==> src/logic/cpc_pkg.sv <==
// Package: constants and state types of the clock prescale and switch control
`default_nettype none
package cpc_pkg;
  // ----------------------------------------------------------------
  // Register indices (byte address is four times the index)
  // ----------------------------------------------------------------
  localparam logic [7:0] IDX_PLL_CTRL  = 8'h29;
  localparam logic [7:0] IDX_TRIM      = 8'h26;
  localparam logic [7:0] IDX_DIV_CTRL  = 8'h21;
  localparam logic [7:0] IDX_CORE_CTRL = 8'h35;
  localparam logic [7:0] IDX_CMD_STAT  = 8'h2A;
  localparam logic [7:0] IDX_SEL_HOLD  = 8'h2B;
  // ----------------------------------------------------------------
  // Field positions and values
  // ----------------------------------------------------------------
  localparam int          UNLOCK_BIT     = 7;
  localparam int          READY_BIT      = 4;
  localparam int          RC_FREQ_BIT    = 2;
  localparam int          PLL_ON_BIT     = 1;
  localparam logic [7:0]  UNLOCK_WORD    = 8'h80;
  localparam logic [2:0]  UNLOCK_CYCLES  = 3'h4;
  localparam logic [3:0]  DIV_FUSE_RST   = 4'h3;
  localparam logic [3:0]  DIV_MAX        = 4'h8;
  localparam logic [3:0]  PLL_FACTOR_RST = 4'h4;
  localparam logic [3:0]  PLL_FACTOR_MIN = 4'h2;
  localparam logic [3:0]  PLL_FACTOR_MAX = 4'h6;
  localparam logic [3:0]  SRC_RC         = 4'h2;
  localparam logic [3:0]  SRC_PLL        = 4'h3;
  localparam logic [9:0]  STARTUP_LEN0   = 10'h010;
  localparam logic [9:0]  STARTUP_LEN1   = 10'h040;
  localparam logic [9:0]  STARTUP_LEN2   = 10'h100;
  localparam logic [9:0]  STARTUP_LEN3   = 10'h3FF;
  // ----------------------------------------------------------------
  // Commands and state
  // ----------------------------------------------------------------
  typedef enum logic [3:0] {
    CMD_NONE    = 4'b0000,
    CMD_DISABLE = 4'b0001,
    CMD_ENABLE  = 4'b0010,
    CMD_AVAIL   = 4'b0011,
    CMD_SWITCH  = 4'b0100,
    CMD_RECOVER = 4'b0101,
    CMD_CLKOUT  = 4'b0111
  } cpc_cmd_type;

  typedef struct packed {
    logic        init_done;
    logic [7:0]  trim;
    logic        div_unlock;
    logic [2:0]  div_cnt;
    logic [3:0]  div_sel;
    logic [3:0]  div_active;
    logic [7:0]  presc_cnt;
    logic        sys_en;
    logic [3:0]  pll_factor;
    logic        pll_on;
    logic        pll_locked;
    logic        rc_freq;
    logic [3:0]  core_misc;
    logic        cmd_unlock;
    logic [2:0]  cmd_cnt;
    logic [3:0]  cmd_code;
    logic        clk_ready;
    logic        avail_busy;
    logic [3:0]  avail_src;
    logic [9:0]  avail_cnt;
    logic        sel_cout;
    logic [1:0]  sel_csut;
    logic [3:0]  sel_csel;
    logic [3:0]  sys_src;
    logic [15:0] src_en;
    logic        clk_out_en;
    logic        ack;
    logic [7:0]  rdata;
  } cpc_state_type;
endpackage
`default_nettype wire

==> src/logic/cpc_clock_ctrl.sv <==
// Module: clock prescaler, PLL control and dynamic clock switch registers
//
// Overview of operation
// - Reset loads factory trim; software may overwrite
// - Trim code maps monotonically onto frequency
// - Divider unlock sets only with others zero
// - Divider unlock clears after four cycles
// - Rewriting divider unlock neither restarts nor clears
// - Reserved bits ignore writes, read zero
// - Divider changes only after unlock sequence
// - Divider reset value follows divide-by-eight fuse
// - Any divider value accepted regardless of fuse
// - Divider code n divides by two^n up to eight; codes above eight divide by 256
// - PLL factor codes two to six valid
// - PLL enable also starts RC reference
// - PLL enable reads one while PLL drives system
// - Lock flag set once PLL locked
// - RC select: zero 8MHz, one 1MHz
// - RC select writable only while RC runs
// - Command unlock set, timeout, rewrite like divider
// - Command acts only after unlock sequence
// - Command codes decode per command table
// - Ready flag clears on request, sets later
// - Disable of system source is ignored
// - Recover writes system source into holder
// - Availability counts ticks of selected source
// - Divider change glitch free, two edges
`timescale 1ns/1ps
`default_nettype none
module cpc_clock_ctrl (
  // Clock and reset
  input  wire logic        CLK,
  input  wire logic        RST,
  // Wishbone classic slave
  input  wire logic        CYC_I,
  input  wire logic        STB_I,
  input  wire logic        WE_I,
  input  wire logic [9:0]  ADR_I,
  input  wire logic [3:0]  SEL_I,
  input  wire logic [31:0] DAT_I,
  output logic      [31:0] DAT_O,
  output logic             ACK_O,
  // Fuse values, caught after reset release
  input  wire logic [7:0]  FUSE_TRIM,
  input  wire logic        FUSE_DIV8,
  input  wire logic [3:0]  FUSE_CSEL,
  input  wire logic [1:0]  FUSE_CSUT,
  input  wire logic        FUSE_COUT,
  // Analog and source side
  input  wire logic        PLL_LOCK,
  input  wire logic [15:0] SRC_TICK,
  output logic      [7:0]  TRIM_OUT,
  output logic             RC_ENABLE,
  output logic             RC_FREQ_1M,
  output logic             PLL_ENABLE,
  output logic      [3:0]  PLL_FACTOR,
  output logic             PLL_FACTOR_OK,
  output logic      [15:0] SRC_ENABLE,
  output logic      [3:0]  SYS_SRC,
  output logic             SYS_CLK_EN,
  output logic             CLK_OUT_EN
);

  // ----------------------------------------------------------------
  // Helpers
  // ----------------------------------------------------------------
  function automatic logic [9:0] startup_len(input logic [1:0] code);
    unique case (code)
      2'h0: startup_len = cpc_pkg::STARTUP_LEN0;
      2'h1: startup_len = cpc_pkg::STARTUP_LEN1;
      2'h2: startup_len = cpc_pkg::STARTUP_LEN2;
      2'h3: startup_len = cpc_pkg::STARTUP_LEN3;
    endcase
  endfunction

  // Reserved divider codes hold the slowest legal rate
  function automatic logic [7:0] div_mask(input logic [3:0] n);
    logic [3:0] m;
    m = (n > cpc_pkg::DIV_MAX) ? cpc_pkg::DIV_MAX : n;
    div_mask = 8'(9'((9'h001 << m) - 9'h001));
  endfunction

  // Unlock word: bit 7 alone, so a stray data write never opens a window
  function automatic logic is_unlock(input logic [7:0] d);
    is_unlock = (d == cpc_pkg::UNLOCK_WORD);
  endfunction

  // Data word: bit 7 low; only acted on while the window is open
  function automatic logic is_data(input logic [7:0] d);
    is_data = !d[cpc_pkg::UNLOCK_BIT];
  endfunction

  cpc_pkg::cpc_state_type s_q;
  cpc_pkg::cpc_state_type s_d;

  logic       req;
  logic       wr;
  logic [7:0] idx;
  logic [7:0] wd;
  logic       rc_run;
  logic       pll_eff;
  logic       sys_is_pll;
  logic       div_win;
  logic       cmd_win;

  assign req        = CYC_I & STB_I & ~s_q.ack;
  assign wr         = req & WE_I & SEL_I[0];
  assign idx        = ADR_I[9:2];
  assign wd         = DAT_I[7:0];
  assign sys_is_pll = (s_q.sys_src == cpc_pkg::SRC_PLL);
  assign pll_eff    = s_q.pll_on | sys_is_pll;
  assign rc_run     = s_q.src_en[cpc_pkg::SRC_RC] | pll_eff;
  assign div_win    = wr & (idx == cpc_pkg::IDX_DIV_CTRL);
  assign cmd_win    = wr & (idx == cpc_pkg::IDX_CMD_STAT);

  // ----------------------------------------------------------------
  // Next state
  // ----------------------------------------------------------------
  always_comb begin
    s_d = s_q;

    // Fuse straps caught in the first cycle after reset release
    if (!s_q.init_done) begin
      s_d.init_done = 1'b1;
      s_d.trim      = FUSE_TRIM;
      s_d.div_sel   = FUSE_DIV8 ? cpc_pkg::DIV_FUSE_RST : 4'h0;
      s_d.div_active = s_d.div_sel;
      s_d.sel_csel  = FUSE_CSEL;
      s_d.sel_csut  = FUSE_CSUT;
      s_d.sel_cout  = FUSE_COUT;
      s_d.sys_src   = FUSE_CSEL;
      s_d.src_en    = 16'h0000;
      s_d.src_en[FUSE_CSEL] = 1'b1;
    end

    // --------------------------------------------------------------
    // Unlock windows
    // --------------------------------------------------------------
    if (s_q.div_unlock) begin
      s_d.div_cnt = 3'(s_q.div_cnt + 3'h1);
      if (s_d.div_cnt == cpc_pkg::UNLOCK_CYCLES) begin
        s_d.div_unlock = 1'b0;
      end
    end
    if (s_q.cmd_unlock) begin
      s_d.cmd_cnt = 3'(s_q.cmd_cnt + 3'h1);
      if (s_d.cmd_cnt == cpc_pkg::UNLOCK_CYCLES) begin
        s_d.cmd_unlock = 1'b0;
      end
    end

    // --------------------------------------------------------------
    // Prescaler: new divider only at an active edge of the old one
    // --------------------------------------------------------------
    s_d.presc_cnt = 8'(s_q.presc_cnt + 8'h01);
    s_d.sys_en    = 1'b0;
    if ((s_q.presc_cnt & div_mask(s_q.div_active)) == 8'h00) begin
      s_d.sys_en     = 1'b1;
      s_d.div_active = s_q.div_sel;
      s_d.presc_cnt  = 8'h01;
    end

    // --------------------------------------------------------------
    // PLL lock and RC select upkeep
    // --------------------------------------------------------------
    s_d.pll_locked = pll_eff & PLL_LOCK;
    if (sys_is_pll) begin
      s_d.pll_on = 1'b1;
    end
    if (!rc_run) begin
      s_d.rc_freq = 1'b0;
    end

    // --------------------------------------------------------------
    // Availability counter
    // --------------------------------------------------------------
    if (s_q.avail_busy && SRC_TICK[s_q.avail_src]) begin
      s_d.avail_cnt = 10'(s_q.avail_cnt - 10'h001);
      if (s_q.avail_cnt == 10'h001) begin
        s_d.avail_busy = 1'b0;
        s_d.clk_ready  = 1'b1;
      end
    end

    // --------------------------------------------------------------
    // Register writes
    // --------------------------------------------------------------
    if (wr) begin
      unique case (idx)
        cpc_pkg::IDX_TRIM: begin
          s_d.trim = wd;
        end
        cpc_pkg::IDX_PLL_CTRL: begin
          s_d.pll_factor = wd[5:2];
          s_d.pll_on     = wd[cpc_pkg::PLL_ON_BIT] | sys_is_pll;
        end
        cpc_pkg::IDX_CORE_CTRL: begin
          s_d.core_misc = {wd[4:3], wd[1:0]};
          if (rc_run) begin
            s_d.rc_freq = wd[cpc_pkg::RC_FREQ_BIT];
          end
        end
        cpc_pkg::IDX_SEL_HOLD: begin
          s_d.sel_cout = wd[6];
          s_d.sel_csut = wd[5:4];
          s_d.sel_csel = wd[3:0];
        end
        default: begin
        end
      endcase
    end

    // Divider control writes
    if (div_win) begin
      if (is_unlock(wd)) begin
        if (!s_q.div_unlock) begin
          s_d.div_unlock = 1'b1;
          s_d.div_cnt    = 3'h0;
        end
      end else if (is_data(wd) && s_q.div_unlock) begin
        s_d.div_sel    = wd[3:0];
        s_d.div_unlock = 1'b0;
      end
    end

    // Command writes
    if (cmd_win) begin
      if (is_unlock(wd)) begin
        if (!s_q.cmd_unlock) begin
          s_d.cmd_unlock = 1'b1;
          s_d.cmd_cnt    = 3'h0;
        end
      end else if (is_data(wd) && s_q.cmd_unlock) begin
        s_d.cmd_unlock = 1'b0;
        s_d.cmd_code   = wd[3:0];
        unique case (wd[3:0])
          cpc_pkg::CMD_DISABLE: begin
            if (s_q.sel_csel != s_q.sys_src) begin
              s_d.src_en[s_q.sel_csel] = 1'b0;
            end
          end
          cpc_pkg::CMD_ENABLE: begin
            s_d.src_en[s_q.sel_csel] = 1'b1;
          end
          cpc_pkg::CMD_AVAIL: begin
            s_d.clk_ready  = 1'b0;
            s_d.avail_busy = 1'b1;
            s_d.avail_src  = s_q.sel_csel;
            s_d.avail_cnt  = startup_len(s_q.sel_csut);
          end
          cpc_pkg::CMD_SWITCH: begin
            if (s_q.src_en[s_q.sel_csel]) begin
              s_d.sys_src = s_q.sel_csel;
            end
          end
          cpc_pkg::CMD_RECOVER: begin
            s_d.sel_csel = s_q.sys_src;
          end
          cpc_pkg::CMD_CLKOUT: begin
            s_d.clk_out_en = s_q.sel_cout;
          end
          default: begin
            // Code 0110 and 1xxx leave every source alone
          end
        endcase
      end
      // Outside the window the write is dropped whole
    end

    // --------------------------------------------------------------
    // Bus answer: ack one cycle after the request, data from flip-flops
    // --------------------------------------------------------------
    s_d.ack   = req;
    s_d.rdata = 8'h00;
    if (req && !WE_I) begin
      unique case (idx)
        cpc_pkg::IDX_TRIM:      s_d.rdata = s_q.trim;
        cpc_pkg::IDX_DIV_CTRL:  s_d.rdata = {s_q.div_unlock, 3'h0, s_q.div_sel};
        cpc_pkg::IDX_PLL_CTRL:  s_d.rdata = {2'h0, s_q.pll_factor, pll_eff, s_q.pll_locked};
        cpc_pkg::IDX_CORE_CTRL: s_d.rdata = {3'h0, s_q.core_misc[3:2], s_q.rc_freq,
                                             s_q.core_misc[1:0]};
        cpc_pkg::IDX_CMD_STAT:  s_d.rdata = {s_q.cmd_unlock, 2'h0, s_q.clk_ready,
                                             s_q.cmd_code};
        cpc_pkg::IDX_SEL_HOLD:  s_d.rdata = {1'b0, s_q.sel_cout, s_q.sel_csut, s_q.sel_csel};
        default:                s_d.rdata = 8'h00;
      endcase
    end
  end

  // ----------------------------------------------------------------
  // State register
  // ----------------------------------------------------------------
  always_ff @(posedge CLK or posedge RST) begin
    if (RST) begin
      s_q            <= '0;
      s_q.pll_factor <= cpc_pkg::PLL_FACTOR_RST;
    end else begin
      s_q <= s_d;
    end
  end

  // ----------------------------------------------------------------
  // Outputs
  // ----------------------------------------------------------------
  assign DAT_O         = {24'h000000, s_q.rdata};
  assign ACK_O         = s_q.ack;
  assign TRIM_OUT      = s_q.trim;
  assign RC_ENABLE     = rc_run;
  assign RC_FREQ_1M    = s_q.rc_freq;
  assign PLL_ENABLE    = pll_eff;
  assign PLL_FACTOR    = s_q.pll_factor;
  assign PLL_FACTOR_OK = (s_q.pll_factor >= cpc_pkg::PLL_FACTOR_MIN) &&
                         (s_q.pll_factor <= cpc_pkg::PLL_FACTOR_MAX);
  assign SRC_ENABLE    = s_q.src_en;
  assign SYS_SRC       = s_q.sys_src;
  assign SYS_CLK_EN    = s_q.sys_en;
  assign CLK_OUT_EN    = s_q.clk_out_en;

endmodule // cpc_clock_ctrl
`default_nettype wire

==> config.mk <==
export PLATFORM = sky130hd
export DESIGN_NAME = cpc_clock_ctrl
export DESIGN_NICKNAME = d
export VERILOG_FILES = /design/src/logic/cpc_pkg.sv /design/src/logic/cpc_clock_ctrl.sv
export SDC_FILE = /design/constraint.sdc
export NUM_CORES = 1
export LEC_CHECK = 0
export BUFFER_PORTS_ARGS = -buffer_cell sky130_fd_sc_hd__clkbuf_2
export CAP_MARGIN = 25
export CELL_PAD_IN_SITES_DETAIL_PLACEMENT = 1
export CELL_PAD_IN_SITES_GLOBAL_PLACEMENT = 1
export CORE_ASPECT_RATIO = 1.2
export CORE_MARGIN = 2
export CORE_UTILIZATION = 42
export CTS_BUF_LIST = sky130_fd_sc_hd__clkbuf_4 sky130_fd_sc_hd__clkbuf_8
export CTS_CLUSTER_SIZE = 8
export DETAILED_ROUTE_END_ITERATION = 10
export PLACE_DENSITY_LB_ADDON = 0.1
export SLEW_MARGIN = 10
export SYNTH_ARGS = -nofsm -noshare
export SYNTH_HDL_FRONTEND = slang
export SYNTH_SLANG_ARGS = --single-unit
==> constraint.sdc <==
create_clock -name CLK -period 3.9 [get_ports CLK]
set_clock_uncertainty 0.15 [all_clocks]
set_input_delay 0.585 -clock CLK [delete_from_list [all_inputs] [get_ports CLK]]
set_output_delay 0.585 -clock CLK [all_outputs]
set_load 0.01 [all_outputs]
==> results.json <==
{
  "status": "finished, final reports clean",
  "finalHoldViolations": 0,
  "switchingPower_w": 0.000772,
  "swShare": 0.325,
  "layout.nets": 798,
  "ff_latch_area_um2": 2550,
  "post_cts_buffers": 0,
  "num_rows": 49,
  "critPathKind": "reg2reg",
  "regToRegStartpoint": "s_q[30]",
  "antenna_found_initial": 0,
  "clk_pin_slew_ns": 0.10,
  "grt_pass1_wl_um": 27400,
  "die_y_um": 138,
  "grt_pass1_vias": 5254,
  "power_density_nw_per_um2": 352,
  "place.port_buffers": 101,
  "p_int_w": 0.00161,
  "synth_cell_type_count": 66,
  "cts_sinks": 102,
  "grt_setup_unrepaired": "false",
  "synth_top_family_by_area": "simple AND/OR/NAND/NOR gates",
  "peakVddDrop_mv": 0.147,
  "async_flop_share": 1.00,
  "via_per_inst": 5.40,
  "p_leak_nw": 3.19,
  "synth-simple-area-share": 0.170,
  "slew_headroom": 0.496,
  "area_growth_pct": 7.36,
  "cts-root-buf": "clkbuf_8",
  "hp-class": "in2async",
  "clock_power_share": 0.277,
  "crit_chain": "buf_4 -> mux4_2 -> mux2i_1 -> a21oi_1 -> nand4_1 -> mux2_1",
  "firstDrtPassIters": 5,
  "synth_fa_ha_area_frac": 0.0278,
  "fin_hold_ws_ns": 0.122,
  "io_pins": 155,
  "finalSetupViolations": 0,
  "maxCapViolCount": 0,
  "synth_edf_count": 0,
  "grt_max_degree": 53,
  "critPathCaptureType": "flop",
  "drive_above_1_share": 0.240,
  "drt-total-wl_um": 16700,
  "grt_use_total": 0.218,
  "insertion_delay_ns": 0.39,
  "drc": 0,
  "antenna_cells": 0,
  "fmaxAchievable_mhz": 366,
  "gp_congestion": 0.851,
  "synth_flop_cell": "dfrtp_1",
  "post-route-min-period_ns": 2.73,
  "multi_input_area_um2": 3100,
  "die_area_um2": 16000,
  "ant_nets": 0,
  "place_inst": 892,
  "die_x_um": 116,
  "fin_cells": 909,
  "syn_avg_cell_area_um2": 9.59,
  "cts_resized": 0,
  "cts_hold_buffers": 0,
  "cp.arrival_ns": 2.86,
  "critPathMaxStageDelay_ns": 0.73,
  "synth_xor_area_frac": 0.0251,
  "required_ns": 4.03,
  "synth_mux_area_frac": 0.124,
  "final_cell_area_um2": 6750,
  "start_kind": "flop",
  "hpwlAfterDp_um": 12600,
  "yosysWarnings": 0,
  "dpl-instance-area_um2": 6560,
  "postSynthCellCount": 656,
  "wire_per_inst_um": 18.4,
  "critPathSlowestCell": "dfrtp_1",
  "drtIter0Drc": 292,
  "htreeDepth": 3,
  "overflow": 0,
  "core_um2": 14800,
  "fin_crit_sh": 0.700,
  "synth_compound_area_frac": 0.131,
  "ys_seq_area_frac": 0.406,
  "worstMarginPinSlew_ns": 0.755,
  "cts_inserted_buffers": 9,
  "worstPathMaxFanout": 13,
  "num-fill-cells": 1755,
  "tns_ns": 0,
  "finalMaxSlewViolations": 0,
  "synth-seq-cells": 102,
  "seq_power_share": 0.512,
  "clk_path_buf_depth": 2,
  "synthesis.area_um2": 6290,
  "num_vias": 4909,
  "cts_tree": "built",
  "comb_power_share": 0.211,
  "start_util": 0.424,
  "worstSetupStartpoint": "s_q[30]",
  "p_total_w": 0.00238
}
## stage by stage
| stage | setup WS, ns | util |
|---|---|---|
| 5_1_grt | 0.998 | 0.455 |
| 3_3_place_gp | 1.05 | 0.442 |
| 3_5_place_dp | 0.901 | 0.442 |
| 4_1_cts | 1.09 | 0.455 |
| 2_1_floorplan | 0.491 | - |
| 6_report | 1.17 | 0.455 |
## path summary, 6_finish.rpt
check | to | slack [ns] | cells after the start
setup / recovery | SYS_SRC[3] | 1.17 | 6
hold / removal | SYS_SRC[1] | 0.12 | 2
setup reg to reg | SYS_SRC[3] | 1.17 | 6
hold reg to reg | s_q[59] | 0.36 | 1
max in group asynchronous | PLL_FACTOR[2] | 2.61 | 3
min in group CLK | s_q[66] | 0.24 | 2
## metal layers
layer | GRT usage | share of wire | vias to the layer above | wire (um)
li1 | - | - | 2311 | -
met1 | 0.296 | 0.44 | 2470 | 7410
met2 | 0.362 | 0.50 | 112 | 8380
met3 | 0.0276 | 0.039 | 16 | 658
met4 | 0.0658 | 0.015 | 0 | 246
met5 | 0 | 0 | - | 0
## worst max-delay path: cells and delay by family (launching register included)
kind,cells,cell delay [ns]
AOI/OAI and AO/OA,1,0.13
and+or+nand+nor,1,0.25
muxes,3,1.10
buffers and inverters,1,0.26
DFF,1,0.73
## cells in the final DEF, fill, tap and decap left out, drive strengths merged, types with 14 or more instances in the layout
master / instances
mux2: 31
dfrtp: 101
ha: 14
nor2: 54
nand3: 15
o21ai: 28
mux2i: 34
nand2: 36
conb: 25
inv: 23
clkbuf: 112
a21oi: 52
## cell usage after synthesis, types with 6 or more instances
master    number  area (um^2)
nor3_1        10         50.1
nor4_1         8         50.1
ha_1          14          175
inv_1         22         82.6
a21oi_1       52          260
nand3_1       15         75.1
nor2b_1       13         81.3
nor2_1        52          195
mux2_2        20          225
a22o_1         6         52.6
xnor2_1        6         52.6
buf_4         66          495
o31ai_1        6         45.0
nand2_1       36          135
mux2i_1       34          340
buf_2          6         30.0
clkbuf_1      26         97.6
mux2_1        11          124
nand2b_1      10         62.6
dfrtp_1      101         2530
nand4_1        7         43.8
a21o_1         9         67.6
xor2_1        12          105
o21ai_1       23          115
and3_1         6         37.5
## layout make-up
cell class / count / share of cell area
Sequential cell: 102 / 0.378
Clock buffer: 11 / 0.0224
Inverter: 22 / 0.0126
Multi-Input combinational cell: 455 / 0.459
Tap cell: 204 / 0.0378
Clock inverter: 5 / 0.00463
Timing Repair Buffer: 110 / 0.0849
## logic make-up (layout without fill, tap and decap cells)
kind of cell               Yosys count  count (layout)
AOI/OAI and AO/OA                  131             131
buffers and inverters              122             148
DFF                                102             102
adders and majority gates           14              14
other                                2              25
and+or+nand+nor                    198             198
xor gates and xnor gates            18              18
muxes                               69              69
## sequential cells by signal, summed over array words and instances (netlist names)
| name | flops |
|---|---|
| s_q | 58 |
| TRIM_OUT | 8 |
| RC_FREQ_1M | 1 |
| PLL_FACTOR | 4 |
| ACK_O | 1 |
| SYS_SRC | 4 |
| DAT_O | 8 |
| SYS_CLK_EN | 1 |
| CLK_OUT_EN | 1 |
| SRC_ENABLE | 16 |
## power by group through the flow
stage,clock (W),combinational [W],sequential (W)
finish,0.000658,0.000502,0.00122
global route,0.000730,0.000566,0.00123
CTS,0.000681,0.000498,0.00122
detailed placement,0,0.000496,0.00124
global placement,0,0.000479,0.00123
floorplan,0,0.000414,0.00119
(Power assumes the default switching activity.)
